===== src/inc/adctr_consts.vh =====
/*
 * constants of the converter control block: register byte addresses,
 * field positions and reset values.
 * assumes: included by the design file by its bare name.
 */
`ifndef ADCTR_CONSTS_VH
`define ADCTR_CONSTS_VH

// ----------------------------------------------------------------------
// register byte addresses
// ----------------------------------------------------------------------
`define ADCTR_CTRL_ADDR     32'h4001C000
`define ADCTR_GRES_ADDR     32'h4001C004
`define ADCTR_IEN_ADDR      32'h4001C00C
`define ADCTR_CH0_ADDR      32'h4001C010
`define ADCTR_CH7_ADDR      32'h4001C02C

// ----------------------------------------------------------------------
// control register fields
// ----------------------------------------------------------------------
`define ADCTR_SEL_HI        7
`define ADCTR_SEL_LO        0
`define ADCTR_BURST_BIT     16
`define ADCTR_START_HI      26
`define ADCTR_START_LO      24
`define ADCTR_EDGE_BIT      27
`define ADCTR_CTRL_KEEP     32'h0FFFFFFF
`define ADCTR_CTRL_RST      32'h00000000

// start field codes
`define ADCTR_START_NONE    3'h0
`define ADCTR_START_NOW     3'h1
`define ADCTR_START_EXT     3'h2

// ----------------------------------------------------------------------
// result and interrupt-enable fields
// ----------------------------------------------------------------------
`define ADCTR_VAL_LO        6
`define ADCTR_CHN_LO        24
`define ADCTR_OVR_BIT       30
`define ADCTR_DONE_BIT      31
`define ADCTR_GIEN_BIT      8
`define ADCTR_IEN_RST       9'h100

`endif


===== src/hdl/adctr_top.v =====
/*
 * converter control: start-trigger selection with edge choice, global
 * and per-channel result registers with clear-on-read flags (the global
 * overrun flag is rewritten only by the next result), interrupt enable
 * mask and the combined interrupt request, behind an AHB-Lite
 * slave with zero wait states.
 * assumes: the analog converter runs on clk, takes a one-cycle start
 * pulse and answers with a one-cycle done pulse carrying value and
 * channel; timer match lines are on clk; capture pins are asynchronous.
 */
// The implementer's own choice: register access over AHB-Lite.
`timescale 1ns/1ps
`include "adctr_consts.vh"

module adctr_top (
    input  wire        clk,                 // system clock, 250 MHz
    input  wire        rst,                 // synchronous reset, high
    // ahb-lite slave
    input  wire        hsel,                // slave select
    input  wire [31:0] haddr,               // byte address
    input  wire [1:0]  htrans,              // transfer type
    input  wire        hwrite,              // write when high
    input  wire [2:0]  hsize,               // word only
    input  wire [31:0] hwdata,              // write data
    input  wire        hready,              // bus ready
    output reg  [31:0] hrdata_ff,           // read data
    output reg         hreadyout_ff,        // ready except during reset
    output reg         hresp_ff,            // always okay
    // trigger sources
    input  wire        capture_trigger_pin_a, // async pin
    input  wire        capture_trigger_pin_b, // async pin
    input  wire        wide_timer_match0,   // on clk
    input  wire        wide_timer_match1,   // on clk
    input  wire        narrow_timer_match0, // on clk
    input  wire        narrow_timer_match1, // on clk
    // analog converter side
    output reg         conv_start_ff,       // one-cycle start pulse
    output reg  [7:0]  conv_sel_ff,         // channel select field
    output reg         conv_burst_ff,       // burst mode bit
    input  wire        conv_done,           // one-cycle done pulse
    input  wire [9:0]  conv_value,          // result with conv_done
    input  wire [2:0]  conv_channel,        // channel with conv_done
    // interrupt request
    output reg         converter_irq_flag_ff // level request
);

    // channel count; the result index field is three bits wide
    parameter NCH = 8;

    // ------------------------------------------------------------------
    // helpers
    // ------------------------------------------------------------------
    // result word layout shared by global and channel registers
    // reserved bits are cleared first so they can never leak stale data
    function [31:0] pack_result;
        input [9:0] val;
        input [2:0] result_channel;
        input       ovr;
        input       done;
        begin
            pack_result = 32'h00000000;
            pack_result[`ADCTR_VAL_LO +: 10] = val;
            pack_result[`ADCTR_CHN_LO +: 3] = result_channel;
            pack_result[`ADCTR_OVR_BIT] = ovr;
            pack_result[`ADCTR_DONE_BIT] = done;
        end
    endfunction

    // ------------------------------------------------------------------
    // state
    // ------------------------------------------------------------------
    // registers visible to software and the converter result store;
    // channel values sit in a small array, one ten-bit value per channel
    reg [31:0] conv_control_ff;
    reg [8:0]  irq_enable_mask_ff;
    reg [9:0]  g_val_ff;
    reg [2:0]  g_chn_ff;
    reg        g_ovr_ff;
    reg        g_done_ff;
    reg [9:0]  ch_val_ff [0:NCH-1];
    reg [NCH-1:0] ch_done_ff;
    reg [NCH-1:0] ch_ovr_ff;
    reg        busy_ff;
    reg        dp_valid_ff;
    reg        dp_write_ff;
    reg [31:0] dp_addr_ff;
    reg [2:0]  pin_a_sync_ff;
    reg [2:0]  pin_b_sync_ff;
    reg [1:0]  pin_lvl_ff;
    reg [5:0]  trig_prev_ff;

    reg        nxt_g_done;
    reg        nxt_start;
    reg [31:0] nxt_rdata;
    reg [NCH-1:0] ch_rd_clr;
    reg        trig_hit;

    wire       addr_take;
    wire       ctrl_wr;
    wire       ien_wr;
    wire       gres_rd;
    wire [5:0] trig_now;
    wire [2:0] start_code;
    wire [2:0] trig_idx;
    wire       burst;
    integer    i;
    integer    j;

    // ------------------------------------------------------------------
    // ahb address / data phase
    // ------------------------------------------------------------------
    // a transfer is taken only with hready high, so a stalled bus
    // never latches a phantom address phase; writes act in the data
    // phase, when hwdata is valid
    assign addr_take = hsel & htrans[1] & hready;
    assign ctrl_wr = dp_valid_ff & dp_write_ff &
                     (dp_addr_ff == `ADCTR_CTRL_ADDR);
    assign ien_wr  = dp_valid_ff & dp_write_ff &
                     (dp_addr_ff == `ADCTR_IEN_ADDR);
    assign gres_rd = addr_take & ~hwrite & (haddr == `ADCTR_GRES_ADDR);

    // data-phase bookkeeping; the slave never stretches a transfer
    // hreadyout stays low during reset so no master starts early;
    // hsize is ignored because every register is a whole word
    // the response is always okay; there is no error path
    always @(posedge clk) begin
        if (rst) begin
            dp_valid_ff  <= 1'b0;
            dp_write_ff  <= 1'b0;
            dp_addr_ff   <= 32'h00000000;
            hreadyout_ff <= 1'b0;
            hresp_ff     <= 1'b0;
        end else begin
            dp_valid_ff  <= addr_take;
            dp_write_ff  <= hwrite;
            dp_addr_ff   <= haddr;
            hreadyout_ff <= 1'b1;
            hresp_ff     <= 1'b0;
        end
    end

    // read mux, evaluated in the address phase so hrdata is a flop;
    // the clear-on-read side effect fires on the same edge
    // unmapped reads return zero rather than a stale word
    always @* begin
        nxt_rdata = 32'h00000000;
        ch_rd_clr = {NCH{1'b0}};
        if (addr_take & ~hwrite) begin
            if (haddr == `ADCTR_CTRL_ADDR) begin
                // top nibble returned as zero, allowed as undefined
                nxt_rdata = conv_control_ff & `ADCTR_CTRL_KEEP;
            end else if (haddr == `ADCTR_GRES_ADDR) begin
                nxt_rdata = pack_result(g_val_ff, g_chn_ff,
                                        g_ovr_ff, g_done_ff);
            end else if (haddr == `ADCTR_IEN_ADDR) begin
                nxt_rdata = {23'h000000, irq_enable_mask_ff};
            end else begin
                for (i = 0; i < NCH; i = i + 1) begin
                    if (haddr == `ADCTR_CH0_ADDR + 4 * i) begin
                        nxt_rdata = pack_result(ch_val_ff[i],
                                        i[2:0], ch_ovr_ff[i],
                                        ch_done_ff[i]);
                        ch_rd_clr[i] = 1'b1;
                    end
                end
            end
        end
    end

    // read data drops back to zero after its data phase, so a
    // stale word is never mistaken for a fresh read
    always @(posedge clk) begin
        if (rst)
            hrdata_ff <= 32'h00000000;
        else
            hrdata_ff <= nxt_rdata;
    end

    // ------------------------------------------------------------------
    // control and interrupt enable registers
    // ------------------------------------------------------------------
    // the top nibble of control is not stored: software is expected
    // to write zeros there and a read shows zeros
    always @(posedge clk) begin
        if (rst) begin
            conv_control_ff    <= `ADCTR_CTRL_RST;
            irq_enable_mask_ff <= `ADCTR_IEN_RST;
        end else begin
            if (ctrl_wr)
                conv_control_ff <= hwdata & `ADCTR_CTRL_KEEP;
            if (ien_wr)
                irq_enable_mask_ff <= hwdata[8:0];
        end
    end

    // ------------------------------------------------------------------
    // trigger synchronisers and edge detection
    // ------------------------------------------------------------------
    // pin level is accepted only when stages two and three agree
    // the first stage may go metastable, so only later stages are
    // compared; a glitch shorter than two clocks is filtered out
    // a capture edge reaches the detector three to four clocks late
    always @(posedge clk) begin
        if (rst) begin
            pin_a_sync_ff <= 3'h0;
            pin_b_sync_ff <= 3'h0;
            pin_lvl_ff    <= 2'h0;
            trig_prev_ff  <= 6'h00;
        end else begin
            pin_a_sync_ff <= {pin_a_sync_ff[1:0], capture_trigger_pin_a};
            pin_b_sync_ff <= {pin_b_sync_ff[1:0], capture_trigger_pin_b};
            if (pin_a_sync_ff[1] == pin_a_sync_ff[2])
                pin_lvl_ff[0] <= pin_a_sync_ff[2];
            if (pin_b_sync_ff[1] == pin_b_sync_ff[2])
                pin_lvl_ff[1] <= pin_b_sync_ff[2];
            trig_prev_ff <= trig_now;
        end
    end

    // match lines come straight from the timers, no pin involved
    // order of bits follows the start codes 2 to 7
    assign trig_now = {narrow_timer_match1, narrow_timer_match0,
                       wide_timer_match1, wide_timer_match0,
                       pin_lvl_ff};
    assign start_code = conv_control_ff[`ADCTR_START_HI:`ADCTR_START_LO];
    assign burst = conv_control_ff[`ADCTR_BURST_BIT];
    assign trig_idx = start_code - `ADCTR_START_EXT;

    // one edge compares current against previous sample: one start only
    // previous samples track every cycle even while another code is
    // selected, so switching codes never fakes an edge
    always @* begin
        trig_hit = 1'b0;
        if (~burst && start_code >= `ADCTR_START_EXT) begin
            if (conv_control_ff[`ADCTR_EDGE_BIT])
                trig_hit = ~trig_now[trig_idx] & trig_prev_ff[trig_idx];
            else
                trig_hit = trig_now[trig_idx] & ~trig_prev_ff[trig_idx];
        end
    end

    // ------------------------------------------------------------------
    // start generation and busy tracking
    // ------------------------------------------------------------------
    // a control write while busy restarts; start code 1 starts at once
    // burst mode suppresses start-code-1 and trigger starts but not a busy restart; burst scanning
    // itself is sequenced outside this block
    // a restart on a busy write re-uses whatever channel is selected
    always @* begin
        nxt_start = trig_hit;
        if (ctrl_wr) begin
            if (busy_ff)
                nxt_start = 1'b1;
            else if (~hwdata[`ADCTR_BURST_BIT] &&
                     hwdata[`ADCTR_START_HI:`ADCTR_START_LO] ==
                     `ADCTR_START_NOW)
                nxt_start = 1'b1;
        end
    end

    // busy spans from the start pulse to the converter's done pulse
    always @(posedge clk) begin
        if (rst) begin
            conv_start_ff <= 1'b0;
            busy_ff       <= 1'b0;
            conv_sel_ff   <= 8'h00;
            conv_burst_ff <= 1'b0;
        end else begin
            conv_start_ff <= nxt_start;
            if (nxt_start)
                busy_ff <= 1'b1;
            else if (conv_done)
                busy_ff <= 1'b0;
            conv_sel_ff   <= conv_control_ff[`ADCTR_SEL_HI:`ADCTR_SEL_LO];
            conv_burst_ff <= burst;
        end
    end

    // ------------------------------------------------------------------
    // global result register
    // ------------------------------------------------------------------
    // a finishing conversion beats any clear arriving in the same cycle
    // so a result is never lost; a control write while idle clears done
    always @* begin
        if (conv_done)
            nxt_g_done = 1'b1;
        else if (ctrl_wr)
            nxt_g_done = busy_ff;
        else if (gres_rd)
            nxt_g_done = 1'b0;
        else
            nxt_g_done = g_done_ff;
    end

    // overrun is only rewritten by the next result, not by a read;
    // software that needs it must read before the next conversion
    always @(posedge clk) begin
        if (rst) begin
            g_val_ff  <= 10'h000;
            g_chn_ff  <= 3'h0;
            g_ovr_ff  <= 1'b0;
            g_done_ff <= 1'b0;
        end else begin
            g_done_ff <= nxt_g_done;
            if (conv_done) begin
                g_val_ff <= conv_value;
                g_chn_ff <= conv_channel;
                g_ovr_ff <= burst & g_done_ff;
            end
        end
    end

    // ------------------------------------------------------------------
    // per-channel result registers
    // ------------------------------------------------------------------
    // new result wins over a read clear of the same channel
    // a read of one channel leaves the flags of the others untouched
    // channel values reset to zero although software sees no flag
    always @(posedge clk) begin
        if (rst) begin
            ch_done_ff <= {NCH{1'b0}};
            ch_ovr_ff  <= {NCH{1'b0}};
            for (j = 0; j < NCH; j = j + 1)
                ch_val_ff[j] <= 10'h000;
        end else begin
            for (j = 0; j < NCH; j = j + 1) begin
                if (conv_done && conv_channel == j[2:0]) begin
                    ch_val_ff[j]  <= conv_value;
                    ch_done_ff[j] <= 1'b1;
                    ch_ovr_ff[j]  <= burst & ch_done_ff[j];
                end else if (ch_rd_clr[j]) begin
                    ch_done_ff[j] <= 1'b0;
                    ch_ovr_ff[j]  <= 1'b0;
                end
            end
        end
    end

    // ------------------------------------------------------------------
    // interrupt request
    // ------------------------------------------------------------------
    // level request, one cycle behind the flags; it drops once every
    // enabled flag has been cleared by its read
    always @(posedge clk) begin
        if (rst)
            converter_irq_flag_ff <= 1'b0;
        else
            converter_irq_flag_ff <=
                (|(ch_done_ff & irq_enable_mask_ff[7:0])) |
                (g_done_ff & irq_enable_mask_ff[`ADCTR_GIEN_BIT]);
    end

endmodule // adctr_top


===== config.mk =====
export PLATFORM = sky130hd
export DESIGN_NAME = adctr_top
export DESIGN_NICKNAME = d
export VERILOG_FILES = /design/src/hdl/adctr_top.v
export VERILOG_INCLUDE_DIRS = /design/src /design/src/inc
export SDC_FILE = /design/constraint.sdc
export NUM_CORES = 1
export LEC_CHECK = 0
export ABC_AREA = 1
export BUFFER_PORTS_ARGS = -buffer_cell sky130_fd_sc_hd__buf_2
export CAP_MARGIN = 5
export CELL_PAD_IN_SITES_DETAIL_PLACEMENT = 1
export CELL_PAD_IN_SITES_GLOBAL_PLACEMENT = 1
export CORE_MARGIN = 1
export CORE_UTILIZATION = 42
export CTS_CLUSTER_SIZE = 14
export DETAILED_ROUTE_END_ITERATION = 10
export PLACE_DENSITY = 0.78
export SLEW_MARGIN = 20
export SYNTH_ARGS = -nofsm -noshare
export SYNTH_HDL_FRONTEND = slang
export SYNTH_SLANG_ARGS = --single-unit

===== constraint.sdc =====
create_clock -name clk -period 2.2 [get_ports clk]
set_clock_uncertainty 0.1 [all_clocks]
set_input_delay 0.11 -clock clk [delete_from_list [all_inputs] [get_ports clk]]
set_output_delay 0.11 -clock clk [all_outputs]
set_load 0.1 [all_outputs]

==> results of run 1 <==
[metal layers]
layer | track usage (%) | up-vias
met4 | 11.4 | 0
met3 | 2.82 | 87
met5 | 0 | -
li1 | - | 4482
met1 | 32.2 | 4677
met2 | 55.1 | 239
[cells in the final DEF (no fill, tap or decap), types with 4 or more instances in the layout]
| cell | count |
|---|---|
| nand2_1 | 206 |
| edfxtp_1 | 80 |
| buf_4 | 56 |
| nor2_4 | 17 |
| nand3_1 | 68 |
| nor2_2 | 8 |
| or2_0 | 7 |
| nand2_2 | 18 |
| dfxtp_1 | 157 |
| nand4_1 | 6 |
| clkbuf_8 | 6 |
| buf_2 | 125 |
| o22ai_1 | 4 |
| a21oi_1 | 58 |
| nand2_4 | 4 |
| nor3_1 | 15 |
| buf_12 | 5 |
| inv_1 | 171 |
| clkbuf_1 | 7 |
| clkinv_2 | 4 |
| nor2_1 | 264 |
| inv_2 | 9 |
| nand3b_1 | 8 |
| clkbuf_16 | 29 |
| nor4_1 | 5 |
| dlygate4sd3_1 | 93 |
| o21ai_0 | 61 |
[power by group]
group	switching (mW)	total [mW]	internal, mW
combinational	0.415	0.687	0.272
sequential	0.0789	4.82	4.74
clock	1.84	4.44	2.60
total	2.33	9.95	7.61
[metrics by stage]
stage          setup TNS (ns)  setup slack (ns)
3_5_place_dp                0            0.0783
6_report                    0            0.0152
4_1_cts                     0            0.0447
2_1_floorplan               0             0.307
3_3_place_gp                0             0.125
5_1_grt                -0.446           -0.0761
[final timing paths]
| check | cells after the start | slack (ns) | start | endpoint |
|---|---|---|---|---|
| max | 19 | 0.02 | haddr[31] | hrdata_ff[6] |
| min | 7 | 0.21 | hready | hrdata_ff[8] |
| max reg2reg | 9 | 0.12 | dp_addr_ff[27] | conv_control_ff[26] |
| min reg2reg | 2 | 0.31 | pin_a_sync_ff[0] | pin_a_sync_ff[1] |
[area by class of cell]
| type | count | area, um^2 | share of cell area (%) |
|---|---|---|---|
| Antenna cell | 3 | 7.51 | 0.0561 |
| Tap cell | 319 | 399 | 2.98 |
| Sequential cell | 239 | 5590 | 41.8 |
| Multi-Input combinational cell | 783 | 3680 | 27.5 |
| Clock buffer | 42 | 835 | 6.24 |
| Timing Repair Buffer | 283 | 2120 | 15.9 |
| Inverter | 184 | 701 | 5.24 |
| Clock inverter | 7 | 37.5 | 0.281 |
[cell families (layout without fill, tap and decap cells)]
family,Yosys count,after routing,share of synthesized area (%)
DFF,239,239,55.6
adders and majority gates,1,1,0.125
buffers and inverters,229,516,9.20
and+or+nand+nor,637,637,27.2
other,1,6,0.0373
AOI/OAI and AO/OA,142,142,7.78
[registers in the layout (all words and copies together) (netlist names), 8 cells and up]
register	cells
conv_sel_ff	8
conv_control_ff	28
hrdata_ff	30
g_val_ff	10
ch_done_ff	8
ch_val_ff	80
dp_addr_ff	32
irq_enable_mask_ff	9
ch_ovr_ff	8
[worst min-delay path: cells and delay by family]
| kind | cells | cell delay [ns] |
|---|---|---|
| buffers and inverters | 3 | 0.29 |
| and+or+nand+nor | 4 | 0.38 |
[what timing repair did]
item	4_1_cts	5_1_grt
buffers inserted	0	11
hold buffers	93	1
endpoints found under the hold margin	123	1
endpoints found under the setup margin	0	22
resized for setup	0	48
==> key figures, run 1 <==
Setup path
  • Worst setup SP type: primary input
  • Crit Path Category: primary input to flip-flop
  • CP cell instances: dlygate4sd3_1 -> buf_2 -> nor2_2 -> nand2_2 -> nor2_4 -> nand2_4 -> nor2_4 -> buf_4 -> nand2_2 -> nand2_1 -> nor2_1 -> nand2_1 -> nand2_1 -> nand2_1 -> nand2_1 -> nand2_1 -> nand2_1 -> nand2_1 -> nand2_1
  • Worst Path Arrival: roughly 2.5 ns
  • Req. time, crit path: around 2.5 ns
  • Critical Path End Type: flip-flop
  • Crit path buffers/inverters: 3
  • Worst Path Max Fanout: 5
  • CP max-delay cell: dlygate4sd3_1
  • Most used cell, CP: nand2_1
  • Slowest stage delay, CP: 0.53 ns
  • Delay-heaviest family, CP: simple AND/OR/NAND/NOR gates

Timing
  • Fin crit period: 2.18 ns
  • Final setup fails: 0
  • Final slew viol count: 0
  • Tightest Pin Transition: just over 0.8 ns
  • Final Hold Vio Count: 0
  • RSZ-0062 raised after global routing: true
  • Fin crit share: between 90% and 100%
  • Fin Hold WS: 0.209 ns
  • Slew margin rel.: between 40 and 50%
  • Maximum operating frequency: approximately 460 MHz

Final layout
  • Layout cells sized above 1: 19.7%
  • Util after Layout: between 50% and 60%
  • Fillers: roughly 2800
  • Area Overhead vs Synth: 33.2%
  • Post-route cell area: roughly 13000 um^2
  • Fin cells: around 1900
  • Final #Nets: between 1500 and 2000

Die
  • Vert. Die Dim: about 160 um
  • Die area: 24500 um^2
  • # IOs: between 100 and 150
  • Die W: approximately 160 um
  • Initial core utilization: between 40% and 50%
  • Row count: 56
  • Core box area: between 20000 and 25000 um^2

Worst hold path
  • HP Class: primary input to flip-flop

Placed design
  • DP Area: between 10000 and 15000 um^2
  • Placer Congestion: ~0.88
  • DP Wirelength: 21300 um
  • Port buffer count: ~130
  • Dpl cells: between 1500 and 2000

Synthesis
  • Ys async rst share: 0%
  • Area leader, netlist: dfxtp_1
  • Yosys reg bits: between 200 and 250
  • Cells after Synth: 1249
  • Top post-synthesis cells by count: nor2_1, nand2_1, inv_1
  • Top post-synthesis cells by area: dfxtp_1, edfxtp_1, nor2_1
  • Ys Warns: 0
  • Yosys top cell area share: roughly a third
  • Top_reg_cell synth: dfxtp_1
  • Cell Area, Synth: roughly 10000 um^2
  • Dominant cell by count in the synthesized netlist: nor2_1
  • Post-synth EDFFs: 80
  • Seq/Total Area, Yosys: a little under three fifths
  • Post-synthesis average cell area: 8.04 um^2
  • Count of unique library cells instantiated by Yosys: 45

Clock network
  • Worst-path clk slew: roughly 0.060 ns
  • Clock root cell: clkbuf_16
  • CTS max path bufs: 3
  • Clk sink count: 239
  • Clk Latency, worst-skew pair: between 0.5 and 0.6 ns
  • CTS HTree Levels: 1
  • CTS tree: done
  • CTS buffer count: 27

Routing
  • Drt total wl: ~36000 um
  • WL met1: 14400 um
  • Routed WL per cell: 19.5 um
  • DRT Pass-1 Iters: 5
  • DR top layer: met4
  • Metal3 WL: 1080 um
  • Iteration-0 DRC Markers: 535
  • Via count: roughly 9500
  • Met2 WL: slightly below 20000 um
  • Post-route ant nets: 0
  • DR vias/cell: ~5.1
  • Drt drc: 0

Global route
  • Initial antenna violation count: 3
  • Gr ovfl total: 0
  • Total track usage: 28.7%
  • Vias in the first global route: 10200
  • Pin count of the biggest net entering global routing: between 40 and 50
  • First-pass GRT wire length: roughly 54000 um

Power
  • Peak supply drop: around 0.53 mV
  • Pwr Density: approximately 740 nW/um^2
  • Lkg Pwr: between 6 and 7 nW
  • Total power draw: 9.95 mW

Status
  • Outcome: completed

Run
  • Max-cap viol count: 0
No activity file was read; power rests on OpenSTA's default activity.
==> inputs of run 2 (changes only) <==
ABC_AREA = default   (was 1)
CORE_UTILIZATION = 45   (was 42)
==> key figures, run 2 <==
Power
  • Peak supply drop: 0.807 mV (+52%)
  • Lkg Pwr: 4.86 nW (-19%)
  • Cell internal pwr: 7.47 mW (-1.9%)
  • Comb power frac: 7.7% (+0.8 points)
  • Pwr Density: 770 nW/um^2 (+3.5%)
  • P_sw: 2.21 mW (-5.2%)
  • Seq pwr share: 49.6% (+1.1 points)
  • Clock power share: 42.7% (-1.9 points)
  • Sw frac: 22.8% (-0.62 points)
  • Total power draw: 9.69 mW (-2.6%)

Timing
  • Final setup fails: 1 (+1)
  • Maximum operating frequency: 451 MHz (-1.4%)
  • Slew margin rel.: 50.0% (+4.2 points)
  • Final Hold Vio Count: 0 (unchanged)
  • Final WS setup: -0.0152 ns (-0.0304 ns)
  • Final slew viol count: 0 (unchanged)
  • Tightest Pin Transition: 0.750 ns (-0.0604 ns)
  • Fin crit share: 101% (+1.4 points)
  • Fin crit period: 2.22 ns (+0.0304 ns)
  • Total negative slack: -0.0152 ns (-0.0152 ns)

Setup path
  • CP cell instances: dlygate4sd3_1 -> buf_2 -> nor4_2 -> buf_4 -> nand4_1 -> or3b_1 -> nor4_1 -> a2111o_1
  • Slowest stage delay, CP: 0.55 ns (+0.02 ns)
  • Critical Path End Type: flip-flop
  • Crit path buffers/inverters: 3 (unchanged)
  • CP max-delay cell: dlygate4sd3_1
  • Req. time, crit path: 2.54 ns (about the same)
  • Crit Path Category: primary input to flip-flop
  • Worst Path Arrival: 2.55 ns (+0.04 ns)
  • Delay-heaviest family, CP: simple AND/OR/NAND/NOR gates
  • Worst Path Max Fanout: 3 (-2)
  • Worst setup SP type: primary input

Synthesis
  • Post-synth EDFFs: 80 (unchanged)
  • Post-synthesis average cell area: 11.0 um^2 (+37%)
  • Top post-synthesis cells by count: dfxtp_1, nor2_1, edfxtp_1
  • Yosys reg bits: 239 (unchanged)
  • Ys Warns: 0 (unchanged)
  • Area leader, netlist: dfxtp_1
  • Count of unique library cells instantiated by Yosys: 65 (+44%)
  • Dominant cell by count in the synthesized netlist: dfxtp_1
  • Top_reg_cell synth: dfxtp_1
  • Seq/Total Area, Yosys: 58.1% (+2.5 points)
  • Cells after Synth: 874 (-30%)
  • Yosys top cell area share: 33.1% (+1.4 points)
  • Ys async rst share: 0% (unchanged)
  • Cell Area, Synth: 9610 um^2 (-4.3%)
  • Top post-synthesis cells by area: dfxtp_1, edfxtp_1, mux2i_1

Final layout
  • Most flop-heavy register: ch_val_ff
  • Util after Layout: 60.0% (+3.0 points)
  • Fin cells: 1402 (-25%)
  • Top flop regs: ch_val_ff (80), dp_addr_ff (32), hrdata_ff (30)
  • Commonest non-fill, non-tap cells in the layout: dfxtp_1, buf_2, nor2_1, dlygate4sd3_1, edfxtp_1
  • Most common cell after layout, fill and taps aside: dfxtp_1
  • Final #Nets: 1204 (-25%)
  • Ant diodes: 0 (-3)
  • Layout cells sized above 1: 24.3% (+4.6 points)
  • Fillers: 2250 (-20%)
  • Area Overhead vs Synth: 30.9%
  • Max reg flops: 80 (unchanged)
  • Post-route cell area: 12600 um^2 (-6.0%)

Die
  • Core box area: 21000 um^2 (-11%)
  • Die W: 148 um (-5.4%)
  • # IOs: 139 (unchanged)
  • Row count: 53 (-5.4%)
  • Initial core utilization: 45.9% (+3.1 points)
  • Vert. Die Dim: 148 um (-5.4%)
  • Die area: 21900 um^2 (-11%)

Routing
  • Drt drc: 0 (unchanged)
  • Post-route ant nets: 0 (unchanged)
  • WL met1: 12500 um (-14%)
  • Routed WL per cell: 22.3 um (+15%)
  • DRT Pass-1 Iters: 5 (unchanged)
  • DR top layer: met4
  • Iteration-0 DRC Markers: 424 (-21%)
  • Drt total wl: 31300 um (-14%)
  • Via count: 7909 (-17%)
  • Met2 WL: 16100 um (-17%)
  • DR vias/cell: 5.64 (+11%)
  • Metal3 WL: 1380 um (+28%)

Placed design
  • Port buffer count: 127 (unchanged)
  • Dpl cells: 1271 (-25%)
  • DP Area: 10800 um^2 (-4.8%)
  • DP Wirelength: 19300 um (-9.3%)
  • Placer Congestion: 0.859 (-2.0%)

Clock network
  • Clock root cell: clkbuf_16
  • CTS max path bufs: 3 (unchanged)
  • Clk sink count: 239 (unchanged)
  • Worst-path clk slew: 0.06 ns (about the same)
  • CTS buffer count: 25 (-7.4%)
  • CTS HTree Levels: 1 (unchanged)
  • Clk Latency, worst-skew pair: 0.52 ns (about the same)
  • CTS tree: done

Worst hold path
  • HP Class: primary input to flip-flop

Global route
  • Gr ovfl total: 0 (unchanged)
  • Total track usage: 28.3% (-0.37 points)
  • Initial antenna violation count: 0 (-3)
  • Vias in the first global route: 8641 (-15%)
  • First-pass GRT wire length: 47700 um (-11%)
  • Pin count of the biggest net entering global routing: 67 (+63%)

Status
  • Failing checks: setup timing
  • Outcome: finished, violations left

Run
  • Max-cap viol count: 0 (unchanged)
run 2: cell types whose count changed after synthesis, sizes merged, moves of 13 or more:
cell   delta
nor2    -168
o21ai    -34
mux2     +13
nand3    -53
a21oi    -28
and2     +17
nor2b    +58
nor4     +16
inv     -160
nand2   -187
mux2i    +58
run 2: timing repair:
| action | 4_1_cts | 5_1_grt |
|---|---|---|
| hold endpoints to repair | 95 | 0 |
| gates resized for setup | 0 | 23 |
| setup endpoints to repair | 0 | 53 |
| hold buffers | 83 | 0 |
| setup buffers | 0 | 2 |
run 2: cell families after synthesis:
| logic type | after synthesis | synth area share [%] |
|---|---|---|
| other | 1 | 0.0390 |
| adders and majority gates | 1 | 0.130 |
| and+or+nand+nor | 336 | 19.6 |
| buffers and inverters | 81 | 3.44 |
| muxes | 76 | 8.74 |
| DFF | 239 | 58.1 |
| AOI/OAI and AO/OA | 140 | 9.96 |
run 2: per-layer routing:
layer | global-route usage, % | vias to the layer above
met4 | 11.5 | 0
li1 | - | 3615
met1 | 33.5 | 3924
met5 | 0 | -
met2 | 51.7 | 270
met3 | 3.65 | 100
run 2: through the flow:
stage	hold slack (ns)	worst slack, ns
final	0.0277	-0.0152
after CTS	0.00365	0.00731
after floorplan	0.136	0.331
after global placement	0.239	0.0917
after detailed placement	0.244	-0.00213
after global routing	0.0440	-0.0298
run 2: power groups by stage:
| stage | Sequential, mW | Combinational (mW) | Clock [mW] |
|---|---|---|---|
| final | 4.80 | 0.748 | 4.13 |
| after global routing | 4.82 | 0.794 | 4.36 |
| after CTS | 4.80 | 0.710 | 4.16 |
| after detailed placement | 4.89 | 0.588 | 0 |
| after global placement | 4.88 | 0.569 | 0 |
| after floorplan | 4.88 | 0.327 | 0 |
run 2: cell type report:
| cell class | instances | area (um^2) | share of cell area (%) |
|---|---|---|---|
| tap | 275 | 344 | 2.74 |
| clock inverter | 5 | 50.0 | 0.398 |
| clock buffer | 40 | 743 | 5.91 |
| multi-input combinational | 556 | 3850 | 30.6 |
| sequential | 239 | 5590 | 44.4 |
| inverter | 23 | 86.3 | 0.686 |
| timing repair buffer | 264 | 1920 | 15.2 |
run 2: worst register-to-register path: cells and delay by family, from the launching register on:
family / cells / cell delay (ns)
flops: 1 / 0.32
simple gates: 4 / 0.76
mux: 1 / 0.25
buf+inv: 3 / 0.56
run 2: path summary, 6_finish.rpt:
kind / depth (start not counted) / endpoint / slack (ns) / start
setup / recovery: 8 / hrdata_ff[6] / -0.02 / haddr[22]
hold reg to reg: 1 / hrdata_ff[21] / 0.36 / conv_control_ff[21]
setup reg to reg: 8 / conv_control_ff[24] / 0.08 / dp_addr_ff[9]
hold / removal: 5 / hrdata_ff[30] / 0.03 / rst
==> inputs of run 3 (changes only) <==
CTS_BUF_LIST = sky130_fd_sc_hd__clkbuf_8   (was default)
==> key figures, run 3 (synthesis results as in run 2) <==
Routing
  • Drt drc: 0 (unchanged)
  • DRT Pass-1 Iters: 5 (unchanged)
  • Via count: 7974 (+0.82%)
  • Drt total wl: 31200 um (-0.32%)
  • Iteration-0 DRC Markers: 479 (+13%)
  • Routed WL per cell: 22.0 um (-1.6%)
  • DR vias/cell: 5.62 (-0.46%)
  • Post-route ant nets: 0 (unchanged)

Worst hold path
  • HP Class: primary input to flip-flop
  • Hold Path Stages: 5 (unchanged)

Power
  • Peak supply drop: 0.524 mV (-35%)
  • Pwr Density: 745 nW/um^2 (-3.3%)
  • Lkg Pwr: 4.89 nW (+0.63%)

Final layout
  • Util after Layout: 59.4% (-0.58 points)
  • Fillers: 2308 (+2.6%)
  • Max reg flops: 80 (unchanged)
  • Most common cell after layout, fill and taps aside: dfxtp_1
  • Fin cells: 1420 (+1.3%)
  • Most flop-heavy register: ch_val_ff
  • Register area: 5590 um^2 (unchanged)
  • Ant diodes: 0 (unchanged)
  • Layout cells sized above 1: 24.5% (+0.14 points)
  • Commonest non-fill, non-tap cells in the layout: dfxtp_1, buf_2, nor2_1, dlygate4sd3_1, edfxtp_1
  • Area Overhead vs Synth: 29.6%
  • Top flop regs: ch_val_ff (80), dp_addr_ff (32), hrdata_ff (30)
  • Final #Nets: 1215 (+0.91%)
  • Multi-input gate area: 3830 um^2 (-0.62%)

Clock network
  • Worst-path clk slew: 0.06 ns (about the same)
  • Clock root cell: clkbuf_8
  • Clk Latency, worst-skew pair: 0.53 ns (about the same)
  • CTS tree: done
  • CTS HTree Levels: 2 (+1)
  • Post-CTS setup buffer count: 0 (unchanged)
  • Clk sink count: 239 (unchanged)
  • CTS max path bufs: 3 (unchanged)
  • CTS buffer count: 39 (+56%)

Timing
  • Final Hold Vio Count: 0 (unchanged)
  • Fin crit share: 100% (-0.45 points)
  • Final setup fails: 1 (unchanged)
  • Tightest Pin Transition: 0.744 ns (-0.00610 ns)
  • Fin crit period: 2.21 ns (-0.0100 ns)
  • Slew margin rel.: 50.4% (+0.41 points)
  • Maximum operating frequency: 453 MHz (+0.45%)
  • Final WS setup: -0.00517 ns (+0.0100 ns)
  • Final slew viol count: 0 (unchanged)

Die
  • # IOs: 139 (unchanged)
  • Core box area: 21000 um^2 (unchanged)
  • Die area: 21900 um^2 (unchanged)
  • Die W: 148 um (unchanged)
  • Row count: 53 (unchanged)
  • Initial core utilization: 45.9% (unchanged)
  • Vert. Die Dim: 148 um (unchanged)

Setup path
  • Worst Path Arrival: 2.54 ns (about the same)
  • Critical Path End Type: flip-flop
  • Worst r2r path cells: 7 (-1)
  • CP cell instances: dlygate4sd3_1 -> buf_2 -> nor4_2 -> buf_4 -> nand4_1 -> or3b_4 -> nor4_1 -> a2111o_1
  • Crit Path Category: primary input to flip-flop
  • Cell depth of the worst setup path: 8 (unchanged)
  • Req. time, crit path: 2.54 ns (about the same)
  • Worst setup SP type: primary input
  • Delay-heaviest family, CP: simple AND/OR/NAND/NOR gates
  • Crit path buffers/inverters: 3 (unchanged)
  • CP max-delay cell: dlygate4sd3_1
  • Slowest stage delay, CP: 0.58 ns (+0.03 ns)
  • Worst Path Max Fanout: 3 (unchanged)

Global route
  • Vias in the first global route: 8751 (+1.3%)
  • Initial antenna violation count: 0 (unchanged)
  • Total track usage: 28.9% (+0.59 points)
  • Gr ovfl total: 0 (unchanged)
  • First-pass GRT wire length: 48000 um (+0.59%)
  • Pin count of the biggest net entering global routing: 67 (unchanged)

Status
  • Failing checks: setup timing
  • Outcome: finished, violations left

Placed design
  • DP Wirelength: 19300 um (unchanged)
  • Port buffer count: 127 (unchanged)
  • Placer Congestion: 0.859 (unchanged)
  • Dpl cells: 1271 (unchanged)

Run
  • Max-cap viol count: 0 (unchanged)
run 3: cell types whose count changed in the layout (fill, tap and decap cells not counted), moves of 2 or more:
cell / previous run / this run
buf_4: 52 / 50
clkbuf_1: 10 / 0
clkbuf_16: 27 / 0
clkbuf_8: 4 / 46
clkinv_2: 4 / 1
inv_1: 23 / 41
run 3: repair_timing:
action                                 4_1_cts  5_1_grt
endpoints found under the hold margin       96        0
setup endpoints to repair                    0       60
hold buffers                                83        0
resized for setup                            0       19
run 3: worst register-to-register path: stages, from the launching register on:
cell     delay [ns]
dfxtp_1        0.30
nor4_1         0.33
nand4_1        0.14
buf_4          0.18
nor4_4         0.30
buf_12         0.25
mux2i_2        0.31
nor2_1         0.07
run 3: area by class of cell:
| type | count | area share [%] |
|---|---|---|
| clock buffers | 46 | 5.08 |
| repair buffers | 261 | 15.1 |
| clock inverters | 20 | 0.824 |
| well taps | 275 | 2.76 |
| multi-input cells | 556 | 30.7 |
| inverters | 23 | 0.693 |
| flip-flops and latches | 239 | 44.8 |
run 3: final timing paths:
kind | endpoint | slack, ns | start
max | hrdata_ff[6] | -0.005 | haddr[27]
min | hrdata_ff[25] | 0.17 | haddr[3]
max reg2reg | conv_control_ff[12] | 0.09 | dp_addr_ff[17]
min reg2reg | hrdata_ff[21] | 0.36 | conv_control_ff[21]
run 3: layer usage:
| metal | global-route usage [%] | routed length, um | up-vias | share of wire (%) |
|---|---|---|---|---|
| met2 | 52.2 | 16100 | 288 | 52 |
| met5 | 0.227 | 0 | - | 0 |
| li1 | - | - | 3652 | - |
| met1 | 33.0 | 12100 | 3939 | 39 |
| met3 | 4.20 | 1590 | 95 | 5.1 |
| met4 | 15.5 | 1380 | 0 | 4.4 |
run 3: power by group:
group          internal, mW  switching, mW  leakage (nW)
Sequential             4.74         0.0701          2.07
Clock                  2.00           1.73         0.445
Combinational         0.312          0.430          2.37
run 3: per-stage QoR:
stage	hold WS (ns)	TNS (ns)	setup slack, ns	power [mW]	cell area [um^2]
after floorplan	0.136	0	0.331	5.21	9620
after global placement	0.239	0	0.0917	5.45	10800
after detailed placement	0.244	-0.00213	-0.00213	5.48	10800
after CTS	0.134	0	0.00451	9.26	12300
after global routing	0.185	-0.0237	-0.0221	9.60	12500
final	0.172	-0.00517	-0.00517	9.28	12500
